`config.mk`:
```
export PLATFORM = sky130hd
export DESIGN_NAME = iox_core
export DESIGN_NICKNAME = d
export VERILOG_FILES = /design/src/hw/iox_pkg.sv /design/src/hw/iox_core.sv
export SDC_FILE = /design/constraint.sdc
export NUM_CORES = 1
export LEC_CHECK = 0
export BUFFER_PORTS_ARGS = -buffer_cell sky130_fd_sc_hd__buf_2
export CAP_MARGIN = 20
export CORE_ASPECT_RATIO = 0.75
export CORE_UTILIZATION = 52
export DETAILED_ROUTE_END_ITERATION = 6
export GPL_TIMING_DRIVEN = 0
export MAX_ROUTING_LAYER = met4
export PLACE_DENSITY = 0.9
export SYNTH_ARGS = -nofsm -noshare
export SYNTH_HDL_FRONTEND = slang
export SYNTH_SLANG_ARGS = --single-unit
```
`constraint.sdc`:
```
create_clock -name i_clk -period 2.3 [get_ports i_clk]
set_input_delay 0.23 -clock i_clk [delete_from_list [all_inputs] [get_ports i_clk]]
set_output_delay 0.23 -clock i_clk [all_outputs]
set_load 0.01 [all_outputs]
```
`src/hw/iox_pkg.sv`:
```
// package for the increment / or / move / jump execution slice
// assumes a 14-bit instruction word fetched one per instruction cycle
//
// Functional notes
// - increment-skip adds one to destination, no flag, skips on zero.
// - destination bit 0 writes accumulator, 1 writes the file register.
// - jump: 11-bit literal to pointer 10:0, page latch 4:3 to 12:11.
// - every jump takes two cycles; the prefetched word is discarded.
// - or-literal ORs 8-bit literal into accumulator, updates null flag.
// - increment adds one to destination, updates null flag, no skip.
// - or-file: accumulator OR file register to destination, null flag.
// - copy moves file register to destination, flag from copied value.
`default_nettype none
package iox_pkg;
	localparam int PTR_W = 13;
	localparam int LIT_W = 11;
	localparam int ADR_W = 7;
	localparam int DAT_W = 8;
	localparam int INSN_W = 14;
	// opcode fields: top six bits for file ops, top three for jump
	localparam logic [5:0] OP_COPY = 6'h08;
	localparam logic [5:0] OP_ORF = 6'h04;
	localparam logic [5:0] OP_INC = 6'h0A;
	localparam logic [5:0] OP_INCSZ = 6'h0F;
	localparam logic [5:0] OP_ORL = 6'h38;
	localparam logic [2:0] OP_JMP = 3'h5;
	localparam int DEST_BIT = 7;
	localparam int PAGE_LO = 3;
	localparam logic [PTR_W-1:0] PTR_RST = 13'h0000;
	localparam logic [DAT_W-1:0] ACC_RST = 8'h00;

	typedef enum {IOX_EXEC, IOX_FLUSH} iox_state_type;

	// file register write request
	typedef struct packed {
		logic en;
		logic [ADR_W-1:0] adr;
		logic [DAT_W-1:0] dat;
	} iox_fwr_type;
endpackage
`default_nettype wire

```
`src/hw/iox_core.sv`:
```
// execution slice: decodes one instruction word per cycle enable
// assumes file register read data is combinational on o_file_adr
// assumes words come from fetch logic on i_clk, so nothing is synchronised
`timescale 1ns/1ps
`default_nettype none
module iox_core (
	// clock and reset
	input wire logic i_clk,
	input wire logic i_rst,
	// instruction stream
	input wire logic i_insn_valid,
	input wire logic [iox_pkg::INSN_W-1:0] i_insn,
	input wire logic [iox_pkg::DAT_W-1:0] i_page_latch_high,
	// file register port
	output logic [iox_pkg::ADR_W-1:0] o_file_adr,
	input wire logic [iox_pkg::DAT_W-1:0] i_file_rdata,
	output iox_pkg::iox_fwr_type o_file_wr,
	// state
	output logic [iox_pkg::DAT_W-1:0] o_accum,
	output logic o_result_null_flag,
	output logic [iox_pkg::PTR_W-1:0] o_instruction_pointer,
	output logic o_idle_slot
);
	// registered state and its next values
	iox_pkg::iox_state_type state_q, state_d;
	logic [iox_pkg::DAT_W-1:0] acc_q, acc_d;
	logic null_q, null_d;
	logic [iox_pkg::PTR_W-1:0] ptr_q, ptr_d;
	iox_pkg::iox_fwr_type fwr_q, fwr_d;

	// opcode decode
	wire [5:0] op6 = i_insn[13:8];
	wire dest_file = i_insn[iox_pkg::DEST_BIT];
	wire is_copy = op6 == iox_pkg::OP_COPY;
	wire is_orf = op6 == iox_pkg::OP_ORF;
	wire is_inc = op6 == iox_pkg::OP_INC;
	wire is_incsz = op6 == iox_pkg::OP_INCSZ;
	wire is_orl = (op6 & 6'h3C) == iox_pkg::OP_ORL;
	wire is_jmp = i_insn[13:11] == iox_pkg::OP_JMP;
	wire is_file_op = is_copy | is_orf | is_inc | is_incsz;
	wire exec = i_insn_valid && state_q == iox_pkg::IOX_EXEC;

	// datapath: increments wrap at 8 bits
	wire [iox_pkg::DAT_W-1:0] inc_res = i_file_rdata + 8'h01;
	wire [iox_pkg::DAT_W-1:0] orf_res = acc_q | i_file_rdata;
	wire [iox_pkg::DAT_W-1:0] orl_res = acc_q | i_insn[7:0];
	wire [iox_pkg::DAT_W-1:0] file_res = is_copy ? i_file_rdata :
		is_orf ? orf_res : inc_res;
	wire skip = is_incsz && inc_res == 8'h00;
	wire [iox_pkg::PTR_W-1:0] jmp_tgt = {i_page_latch_high[4:iox_pkg::PAGE_LO],
		i_insn[iox_pkg::LIT_W-1:0]};

	function automatic logic is_zero(input logic [iox_pkg::DAT_W-1:0] v);
		is_zero = v == 8'h00;
	endfunction

	// next-state: write routing, flag, pointer and flush slot
	always_comb begin
		state_d = iox_pkg::IOX_EXEC;
		acc_d = acc_q;
		null_d = null_q;
		ptr_d = ptr_q;
		fwr_d = '0;
		if (state_q == iox_pkg::IOX_FLUSH && i_insn_valid) begin
			ptr_d = ptr_q + 13'h0001; // squashed word executes as idle
		end else if (state_q == iox_pkg::IOX_FLUSH) begin
			state_d = iox_pkg::IOX_FLUSH;
		end else if (exec) begin
			ptr_d = ptr_q + 13'h0001;
			if (is_jmp) begin
				ptr_d = jmp_tgt;
				state_d = iox_pkg::IOX_FLUSH;
			end else if (is_orl) begin
				acc_d = orl_res;
				null_d = is_zero(orl_res);
			end else if (is_file_op) begin
				if (dest_file) begin
					fwr_d.en = 1'b1;
					fwr_d.adr = i_insn[iox_pkg::ADR_W-1:0];
					fwr_d.dat = file_res;
				end else begin
					acc_d = file_res;
				end
				if (!is_incsz)
					null_d = is_zero(file_res);
				if (skip)
					state_d = iox_pkg::IOX_FLUSH;
			end
		end
	end

	// state registers; short on purpose, all logic lives above
	always_ff @(posedge i_clk or posedge i_rst) begin
		if (i_rst) begin
			state_q <= iox_pkg::IOX_EXEC;
			acc_q <= iox_pkg::ACC_RST;
			null_q <= 1'b0;
			ptr_q <= iox_pkg::PTR_RST;
			fwr_q <= '0;
		end else begin
			state_q <= state_d;
			acc_q <= acc_d;
			null_q <= null_d;
			ptr_q <= ptr_d;
			fwr_q <= fwr_d;
		end
	end

	assign o_file_adr = i_insn[iox_pkg::ADR_W-1:0];
	assign o_file_wr = fwr_q;
	assign o_accum = acc_q;
	assign o_result_null_flag = null_q;
	assign o_instruction_pointer = ptr_q;
	assign o_idle_slot = state_q == iox_pkg::IOX_FLUSH; // next word is squashed

	// checks on registered results, one cycle after the taking edge

	// increment-skip: squash exactly when the sum wrapped, flag untouched
	a_skip_zero: assert property (
		@(posedge i_clk) disable iff (i_rst)
		exec && is_incsz |=> o_idle_slot == ($past(inc_res) == 8'h00))
		else $error("skip slot wrong after increment-skip");
	a_skip_flag_kept: assert property (
		@(posedge i_clk) disable iff (i_rst)
		exec && is_incsz |=> $stable(o_result_null_flag))
		else $error("increment-skip changed null flag");
	a_skip_dest: assert property (
		@(posedge i_clk) disable iff (i_rst)
		exec && is_incsz && dest_file |=> o_file_wr.en
			&& o_file_wr.dat == $past(i_file_rdata) + 8'h01)
		else $error("increment-skip wrote wrong value");
	a_incsz_wrap: assert property (
		@(posedge i_clk) disable iff (i_rst)
		exec && is_incsz && i_file_rdata == 8'hFF |=> o_idle_slot)
		else $error("increment-skip of a full register did not skip");

	// plain increment: never skips, wraps to zero and sets the flag
	a_inc_no_skip: assert property (
		@(posedge i_clk) disable iff (i_rst)
		exec && is_inc |=> !o_idle_slot)
		else $error("increment skipped");
	a_inc_wrap: assert property (
		@(posedge i_clk) disable iff (i_rst)
		exec && is_inc && i_file_rdata == 8'hFF |=> o_result_null_flag)
		else $error("increment did not wrap");

	// or-literal: accumulator only, flag follows the new accumulator
	a_orl_acc: assert property (
		@(posedge i_clk) disable iff (i_rst)
		exec && is_orl |=> o_accum == ($past(acc_q) | $past(i_insn[7:0])))
		else $error("or-literal result wrong");
	a_orl_flag: assert property (
		@(posedge i_clk) disable iff (i_rst)
		exec && is_orl |=> o_result_null_flag == (o_accum == 8'h00))
		else $error("or-literal null flag wrong");

	// destination routing and the one-cycle write pulse
	a_dest_file: assert property (
		@(posedge i_clk) disable iff (i_rst)
		exec && is_file_op && dest_file |=> o_file_wr.en && $stable(o_accum))
		else $error("destination file not written");
	a_dest_acc: assert property (
		@(posedge i_clk) disable iff (i_rst)
		exec && is_file_op && !dest_file |=> !o_file_wr.en
			&& o_accum == $past(file_res))
		else $error("destination accumulator not written");
	a_wr_target: assert property (
		@(posedge i_clk) disable iff (i_rst)
		exec && is_file_op && dest_file |=>
			o_file_wr.adr == $past(i_insn[iox_pkg::ADR_W-1:0]))
		else $error("file write went to the wrong address");
	a_wr_pulse: assert property (
		@(posedge i_clk) disable iff (i_rst)
		o_file_wr.en |-> $past(exec && is_file_op && dest_file))
		else $error("file write without a destination-file op");

	// flag and value of the file-register results
	a_null_flag: assert property (
		@(posedge i_clk) disable iff (i_rst)
		exec && (is_orf || is_copy || is_inc) |=>
			o_result_null_flag == ($past(file_res) == 8'h00))
		else $error("null flag wrong");
	a_copy_value: assert property (
		@(posedge i_clk) disable iff (i_rst)
		exec && is_copy && !dest_file |=> o_accum == $past(i_file_rdata))
		else $error("copy value wrong");
	a_orf_value: assert property (
		@(posedge i_clk) disable iff (i_rst)
		exec && is_orf && !dest_file |=>
			o_accum == ($past(acc_q) | $past(i_file_rdata)))
		else $error("or-file result wrong");

	// jump and the squashed slot that always follows it
	a_jump_two_cyc: assert property (
		@(posedge i_clk) disable iff (i_rst)
		exec && is_jmp |=> o_idle_slot
			&& o_instruction_pointer == $past(jmp_tgt))
		else $error("jump did not flush or load target");
	a_jump_flag: assert property (
		@(posedge i_clk) disable iff (i_rst)
		exec && is_jmp |=> $stable(o_result_null_flag) && $stable(o_accum))
		else $error("jump touched status");
	a_flush_consume: assert property (
		@(posedge i_clk) disable iff (i_rst)
		o_idle_slot && i_insn_valid |=> !o_idle_slot
			&& $stable(o_accum) && $stable(o_result_null_flag)
			&& !o_file_wr.en
			&& o_instruction_pointer == $past(o_instruction_pointer)
				+ 13'h0001)
		else $error("squashed word was not idle");
	a_flush_hold: assert property (
		@(posedge i_clk) disable iff (i_rst)
		o_idle_slot && !i_insn_valid |=> o_idle_slot
			&& $stable(o_instruction_pointer))
		else $error("idle slot lost without a word");

	// every word but a jump or a skipping increment-skip takes a single cycle; a foreign word only steps the pointer
	a_single_cycle: assert property (
		@(posedge i_clk) disable iff (i_rst)
		exec && !is_jmp && !skip |=> !o_idle_slot)
		else $error("single-cycle instruction stalled");
	a_other_word: assert property (
		@(posedge i_clk) disable iff (i_rst)
		exec && !(is_jmp || is_orl || is_file_op) |=> $stable(o_accum)
			&& $stable(o_result_null_flag) && !o_file_wr.en
			&& o_instruction_pointer == $past(o_instruction_pointer)
				+ 13'h0001)
		else $error("foreign word did more than step the pointer");
endmodule
`default_nettype wire

```
======== Word level (Yosys, flattened, before mapping) ========
Index checks and enable logic that the tools add are counted.
operators by class
  $add $sub $neg .......................... 2
  eq/ne operators ......................... 10
  mux-type cells .......................... 26
  bitwise gates (word level) .............. 8
  reductions and logical operators ........ 12
operators with widths
  cell                                                                      number
  16-bit 2-to-1 mux                                                         7
  13-bit 2-to-1 mux                                                         4
  8-bit 2-to-1 mux                                                          5
  32-bit by 2-bit equality test with 1-bit output (second input constant)   1
  32-bit zero test                                                          1
  32-bit 2-to-1 mux                                                         1
  8-bit zero test                                                           3
  6-bit by 4-bit equality test with 1-bit output (second input constant)    3
  8-bit OR                                                                  2
  13-bit by 1-bit adder with 13-bit output (second input constant)          1
  6-bit AND reduction                                                       2
  1-bit 2-to-1 mux                                                          9
  8-bit by 1-bit adder with 8-bit output (second input constant)            1
  6-bit by 3-bit equality test with 1-bit output (second input constant)    1
  2-bit by 1-bit inequality test with 1-bit output (second input constant)  3
  4-bit equality test (second input constant)                               1
  2-bit nonzero test                                                        2
  3-bit equality test (second input constant)                               1
  1-bit logical AND                                                         3
  1-bit NOT                                                                 3
  1-bit OR                                                                  3
  2-bit AND reduction                                                       1
word-level totals
  flip-flop bits (word level) ............. 70
  bits of input ports ..................... 33
  output and inout bits ................... 46
  logic and storage cells ................. 65

======== Logic depth before layout (Yosys ltp) ========
Gate-level depths: netlist of the first run.
  depth after elaboration ................. 10
  mapped depth ............................ 8

======== Worst setup path before layout of the first run ========
Ideal clock, no wire load.
  path kind ............................... register -> register
  from .................................... reg ptr_q, in the netlist o_instruction_pointer[0]
  to ...................................... reg ptr_q, in the netlist o_instruction_pointer[12]
  library setup time ...................... 0.121 ns
  data arrival time ....................... 1.743 ns
  setup slack ............................. 0.436 ns
  cell stages (with the launch flop) ...... 8
  period minus slack after synthesis ...... 1.864 ns
  cells stage by stage .................... dfrtp_1 > ha_1 > and3_1 > and3_1 > and3_1 > and3_1 > a22o_1 > a22o_1
on the way
  longest elaborated chain between the ends .. 5
ends and longest elaborated chain
  what                                        RTL line                        RTL
  from (decl)                                 iox_core.sv:28                  logic [iox_pkg::PTR_W-1:0] ptr_q, ptr_d;
  from (signal assigned)                      iox_core.sv:98                  ptr_q <= iox_pkg::PTR_RST;
  from (signal assigned)                      iox_core.sv:104                 ptr_q <= ptr_d;
  13-bit by 1-bit adder with 13-bit output *  iox_core.sv:65, iox_core.sv:69
  13-bit 2-to-1 mux                           iox_core.sv:70                  if (is_jmp) begin
  13-bit 2-to-1 mux                           iox_core.sv:68                  end else if (exec) begin
  13-bit 2-to-1 mux                           iox_core.sv:66                  end else if (state_q == iox_pkg::IOX_FLUSH) begin
  13-bit 2-to-1 mux *                         iox_core.sv:64                  if (state_q == iox_pkg::IOX_FLUSH && i_insn_valid) begin
Every way passes the cells marked *; elsewhere a longest branch is shown, timed or not. The select of a mux whose other input is x is not followed.
A chain may end at the register's enable or synchronous reset.

======== Worst setup path in the final report of the first run ========
  from .................................... reg acc_q, in the netlist o_accum[3]
  to ...................................... reg null_q, in the netlist o_result_null_flag
on the way
  longest elaborated chain between the ends .. 7
  elaborated cells on any way between the ends .. 9
  classes of those cells .................. 5 x mux; 2 x bitwise; 2 x reduce/logical
ends and longest elaborated chain
  what                    RTL line         RTL
  from (decl)             iox_core.sv:26   logic [iox_pkg::DAT_W-1:0] acc_q, acc_d;
  from (signal assigned)  iox_core.sv:96   acc_q <= iox_pkg::ACC_RST;
  8-bit OR                iox_core.sv:45   wire [iox_pkg::DAT_W-1:0] orf_res = acc_q | i_file_rdata;
  8-bit 2-to-1 mux        iox_core.sv:48   is_orf ? orf_res : inc_res;
  8-bit 2-to-1 mux        iox_core.sv:47   wire [iox_pkg::DAT_W-1:0] file_res = is_copy ? i_file_rdata :
  8-bit zero test         iox_core.sv:54   is_zero = v == 8'h00;
  1-bit 2-to-1 mux        iox_core.sv:84   if (!is_incsz)
  1-bit 2-to-1 mux        iox_core.sv:76   end else if (is_file_op) begin
  1-bit 2-to-1 mux *      iox_core.sv:73   end else if (is_orl) begin
  to (signal assigned)    iox_core.sv:103  null_q <= null_d;
  to (decl)               iox_core.sv:27   logic null_q, null_d;
Marked as above.

==> metrics.txt, run 1 <==
Yosys warning count 0; Post-Syn Instances a little under 300; share of cells above drive strength 1 0.317; Yosys cell types between 50 and 60; Root Buffer clkbuf_8; DR vias 2,668; crit start category register; pwr/cell area ~660 mW/mm²; Clock transition at path regs 0.08 ns; asr flop ratio synth 1.00; gp weighted congestion around 0.96; Synth Register Bits 39; die height roughly 63 µm; H-tree Lvls 2; clk sinks 39; largest net degree at the start of global routing 40; tightest slew margin relative to the limit 0.473; I/O Buffers slightly below 70; number of flops mapped to enable cells by yosys 0; io pins 79; Least-Margin Pin Slew ~0.8 ns; minimum clock period 2.07 ns; IR drop worst, VDD approximately 0.00044 V; drt first-iter violations 278; final setup fails 0; crit path max fanout 4; antenna violations before repair 0; critical path's slowest cell a2111oi_2; core area 0.00457 mm²; share of Yosys cell area claimed by the top area cell type 0.384; final setup skew between 0.004 and 0.005 ns; Post-CTS Resized 0; Post-Syn Area approximately 0.0025 mm²; die width ~83 µm; ranking of synthesized cells by area dfrtp_1 (38%), o21ai_0 (5.3%), a21oi_1 (4.1%), nor2_1 (4.1%), and3_1 (3.7%); Main synth FF type dfrtp_1; status completed; final WL ~7400 µm; DRT antenna net count 0; Placement Cell Area between 0.002 and 0.003 mm²; ANT cells 0; Crit Path Category register to register; fin nets roughly 400; vias per cell between 6 and 7; post-synthesis sequential area ratio 0.384; crit path cell chain o21ai_0 > o32ai_1 > a2111oi_2 > nand4b_1 > o31ai_1; setup repair after global routing missed its margin false; Starting Density 0.556; Final WS setup about 0.23 ns; die area roughly 0.0052 mm²; Remaining DRCs 0; fillcell total roughly 400; Final Slew Violations 0; top post-synthesis cells by count dfrtp_1 (39), nor2_1 (28), o21ai_0 (27); Min-Delay Path Class input pin to asynchronous set/reset pin; Tot GR Track Use 0.318; CTS tree done; Final period util 0.901; P_leak ~1.4 nW; Clock Path Buffers 2; Rows 21; Worst Path Required between 2 and 3 ns; grt total ovfl 0; reg2reg setup slack 0.23 ns; # hold bufs at CTS 0; first-pass GRT wire length 12,100 µm; Setup WS pre-CTS between 0.08 and 0.09 ns; post-synth top area cell dfrtp_1; routed length per instance approximately 17 µm; total CTS buffers 5; Setup TNS 0 ns; CP endpoint kind register; most common cell in the netlist dfrtp_1; Skew-Pair Late Insertion Delay 0.30 ns; CP arrival roughly 2.3 ns; max cap viols 0; drt pass-1 iters 5; FMAX roughly 480 MHz; Synth-to-Final Area Change 19.7%; vias in the first global route roughly 2,400; CP peak stage delay roughly 0.74 ns; final number of hold-violating endpoints 0; DPL Wire Length 5510 µm; postcts setup bufs 0; Post-Syn Nets around 330; post-route cell area around 0.0030 mm²; syn avg cell area between 8 and 9 µm²
[through the flow]
| step | power [mW] | utilization | hold slack (ns) | instances |
|---|---|---|---|---|
| after floorplan | 1.27 | - | 0.383 | 298 |
| after global placement | 1.51 | 0.648 | 0.509 | 424 |
| after detailed placement | 1.54 | 0.648 | 0.426 | 424 |
| after CTS | 2.00 | 0.666 | 0.101 | 432 |
| after global routing | 2.12 | 0.666 | 0.154 | 432 |
| final | 2.01 | 0.666 | 0.0734 | 432 |
[cell families (layout without fill, tap and decap cells)]
group | after synthesis | count (layout) | share of synthesized area
AND/OR/NAND/NOR | 129 | 129 | 0.284
AO/OA/AOI/OAI | 91 | 91 | 0.243
flip-flops | 39 | 39 | 0.384
buffers and inverters | 34 | 111 | 0.0674
multiplexers | 3 | 3 | 0.0123
adder cells (fa/ha/maj) | 2 | 2 | 0.00984
[flip-flops by register name, summed over array words and instances (netlist names)]
signal                 cells
o_result_null_flag         1
o_instruction_pointer     13
o_accum                    8
state_q                    1
o_file_wr                 16
[worst max-delay path, delay by kind of cell (launching register included)]
family	cells	cell delay, ns
AND/OR/NAND/NOR	1	0.16
AO/OA/AOI/OAI	4	1.38
flip-flops	1	0.44
[layout by cell type, fill, tap and decap left out, drive strengths merged, types with 4 or more instances in the layout]
| cell type | n |
|---|---|
| nand4 | 5 |
| a21oi | 28 |
| clkbuf | 14 |
| o31ai | 4 |
| nand2b | 5 |
| nor2 | 30 |
| nor4 | 5 |
| dfrtp | 39 |
| o21ai | 28 |
| inv | 10 |
| and3 | 15 |
| buf | 85 |
| or2 | 7 |
| nand3 | 9 |
| a22oi | 4 |
| nand2 | 21 |
| nor3 | 10 |
[report_power, final]
| part | internal (mW) | switching [mW] |
|---|---|---|
| Clock | 0.212 | 0.252 |
| Sequential | 0.798 | 0.162 |
| Combinational | 0.240 | 0.342 |
[final cells by class]
| class | count | area, µm² | area share |
|---|---|---|---|
| flip-flops and latches | 39 | 976 | 0.320 |
| repair buffers | 69 | 345 | 0.113 |
| plain buffers | 24 | 134 | 0.0440 |
| well taps | 57 | 71.3 | 0.0234 |
| multi-input cells | 225 | 1400 | 0.459 |
| clock inverters | 2 | 12.5 | 0.00411 |
| clock buffers | 6 | 72.6 | 0.0238 |
| inverters | 10 | 37.5 | 0.0123 |
[metal layers]
layer	vias to the layer above	routed length (µm)	global-route usage
li1	1246	-	-
met1	1259	3430	0.481
met2	149	3220	0.434
met3	14	627	0.0467
met4	0	123	0.0948
met5	-	0	-
[worst paths after layout]
path / start / endpoint / cells past startpoint
worst max-delay path: o_accum[3] / o_result_null_flag / 5
worst min-delay path: i_rst / o_accum[0] / 2
worst max register to register: o_accum[3] / o_result_null_flag / 5
worst min register to register: o_instruction_pointer[11] / o_instruction_pointer[11] / 1
max in group asynchronous: i_rst / o_file_wr[0] / 2
min in group i_clk: i_page_latch_high[3] / o_instruction_pointer[11] / 3
Note: power is estimated with default switching activity, not from simulation.
==> run 2, diff against run 1 <==
--- a/config.mk
+++ b/config.mk
@@ -8,11 +8,11 @@
 export BUFFER_PORTS_ARGS = -buffer_cell sky130_fd_sc_hd__buf_2
 export CAP_MARGIN = 20
 export CORE_ASPECT_RATIO = 0.75
-export CORE_UTILIZATION = 52
+export CORE_UTILIZATION = 28
 export DETAILED_ROUTE_END_ITERATION = 6
 export GPL_TIMING_DRIVEN = 0
 export MAX_ROUTING_LAYER = met4
-export PLACE_DENSITY = 0.9
+export PLACE_DENSITY = 0.58
 export SYNTH_ARGS = -nofsm -noshare
 export SYNTH_HDL_FRONTEND = slang
 export SYNTH_SLANG_ARGS = --single-unit
==> metrics.txt, run 2 (synthesized netlist as in run 1, its figures left out) <==
Rows 29; max FFs per register 16; die width roughly 110 µm; final number of hold-violating endpoints 0; IR drop worst, VDD 0.000360 V; crit start category input pin; Clock Path Buffers 2; Clock transition at path regs roughly 0.060 ns; Crit Path Category input pin to register; I/O Buffers slightly below 70; final setup fails 0; Post-CTS Resized 0; routed length per instance roughly 17 µm; Setup TNS 0 ns; multi-input logic area roughly 0.0014 mm²; H-tree Lvls 2; first-pass GRT wire length ~13,000 µm; die height approximately 85 µm; crit path max fanout 10; Starting Density 0.295; Root Buffer clkbuf_16; Least-Margin Pin Slew about 0.84 ns; vias per cell ~5.5; antenna violations before repair 0; die area roughly 0.0095 mm²; status finished with violations; fin nets approximately 400; DRT antenna net count 0; postcts setup bufs 0; minimum clock period 2.06 ns; Min-Delay Path Class input pin to asynchronous set/reset pin; clk sinks 39; setup repair after global routing missed its margin false; CTS tree done; tightest slew margin relative to the limit 0.439; CP peak stage delay roughly 0.76 ns; ANT cells 0; grt total ovfl 0; Skew-Pair Late Insertion Delay around 0.28 ns; Final period util 0.896; critical path's slowest cell a2111oi_2; P_leak 1.46 nW; DPL Wire Length around 6200 µm; Synth-to-Final Area Change 26.5%; crit path cell chain buf_2 > nor4_2 > buf_2 > nor3_1 > a2111oi_2 > nand4b_1 > o31ai_1; met3 Use GR 0.0332; met2 GRT Util 0.259; most frequent cells in the layout buf_2 (77), dfrtp_1 (39), nor2_1 (28), o21ai_0 (27); Worst Path Required about 2.5 ns; Remaining DRCs 4; Reg area slightly below 0.001 mm²; FMAX ~490 MHz; max cap viols 0; core area approximately 0.0086 mm²; failing checks design-rule violations; Tot GR Track Use 0.180; most used cell, CP buf_2; final WL about 8000 µm; drt pass-1 iters 7; # hold bufs at CTS 0; DR vias between 2,000 and 3,000; CP endpoint kind register; Hold WS between 0.1 and 0.15 ns; met1 usage 0.253; pwr/cell area ~760 mW/mm²; most used routing layer met2; total CTS buffers 5; final setup skew about 0.0062 ns; gp weighted congestion 0.898; Final Slew Violations 0; drt first-iter violations roughly 190; largest net degree at the start of global routing 40; fillcell total around 900; io pins a little under 80; CP arrival roughly 2.3 ns; vias in the first global route roughly 2,400; commonest non-fill, non-tap cell in the layout buf_2; share of cells above drive strength 1 0.320
==> run 2: cell count changes in the layout (fill, tap and decap cells not counted), sizes merged <==
| cell | previous run | this run |
|---|---|---|
| clkbuf | 14 | 13 |
| bufinv | 0 | 2 |
| clkinv | 1 | 0 |
==> run 2: stage by stage <==
step / std cells / instance area [µm²] / util / power [mW] / worst slack [ns]
2_1_floorplan: 298 / 2540 / - / 1.27 / 0.436
3_3_place_gp: 475 / 3020 / 0.350 / 1.53 / -0.00427
3_5_place_dp: 475 / 3020 / 0.350 / 1.55 / -0.0392
4_1_cts: 483 / 3220 / 0.373 / 2.46 / 0.249
5_1_grt: 483 / 3220 / 0.373 / 2.57 / 0.0690
6_report: 483 / 3220 / 0.373 / 2.43 / 0.238
==> run 2: area by class of cell <==
type,count,share of cell area
Clock buffer,5,0.0389
Tap cell,108,0.0420
Timing Repair Buffer,69,0.107
Multi-Input combinational cell,225,0.434
Inverter,10,0.0117
Buffer,24,0.0416
Clock inverter,3,0.0210
Sequential cell,39,0.303
==> run 2: where the power goes <==
part / switching, mW / leakage [nW] / internal [mW]
clock: 0.281 / 0.0900 / 0.621
sequential: 0.150 / 0.497 / 0.799
combinational: 0.343 / 0.875 / 0.240
total: 0.774 / 1.46 / 1.66
==> run 2: layer usage <==
layer	wire length, µm	share of wire
met5	0	0
met4	133	0.016
met3	493	0.060
met2	3530	0.43
met1	4060	0.49
==> run 2: path summary, 6_finish.rpt <==
kind,from,to,slack (ns),depth (start not counted)
setup / recovery,i_insn[13],o_result_null_flag,0.24,7
hold / removal,i_rst,o_file_wr[14],0.12,2
setup reg to reg,o_instruction_pointer[0],o_instruction_pointer[12],0.28,7
hold reg to reg,o_instruction_pointer[9],o_instruction_pointer[9],0.54,2
max in group asynchronous,i_rst,o_accum[5],1.65,2
min in group i_clk,i_insn[1],o_file_wr[9],0.26,2
==> run 2: worst max-delay path: cells and delay by family <==
kind                   cells  cell delay [ns]
AO/OA/AOI/OAI              2             1.00
buffers and inverters      2             0.43
AND/OR/NAND/NOR            3             0.59
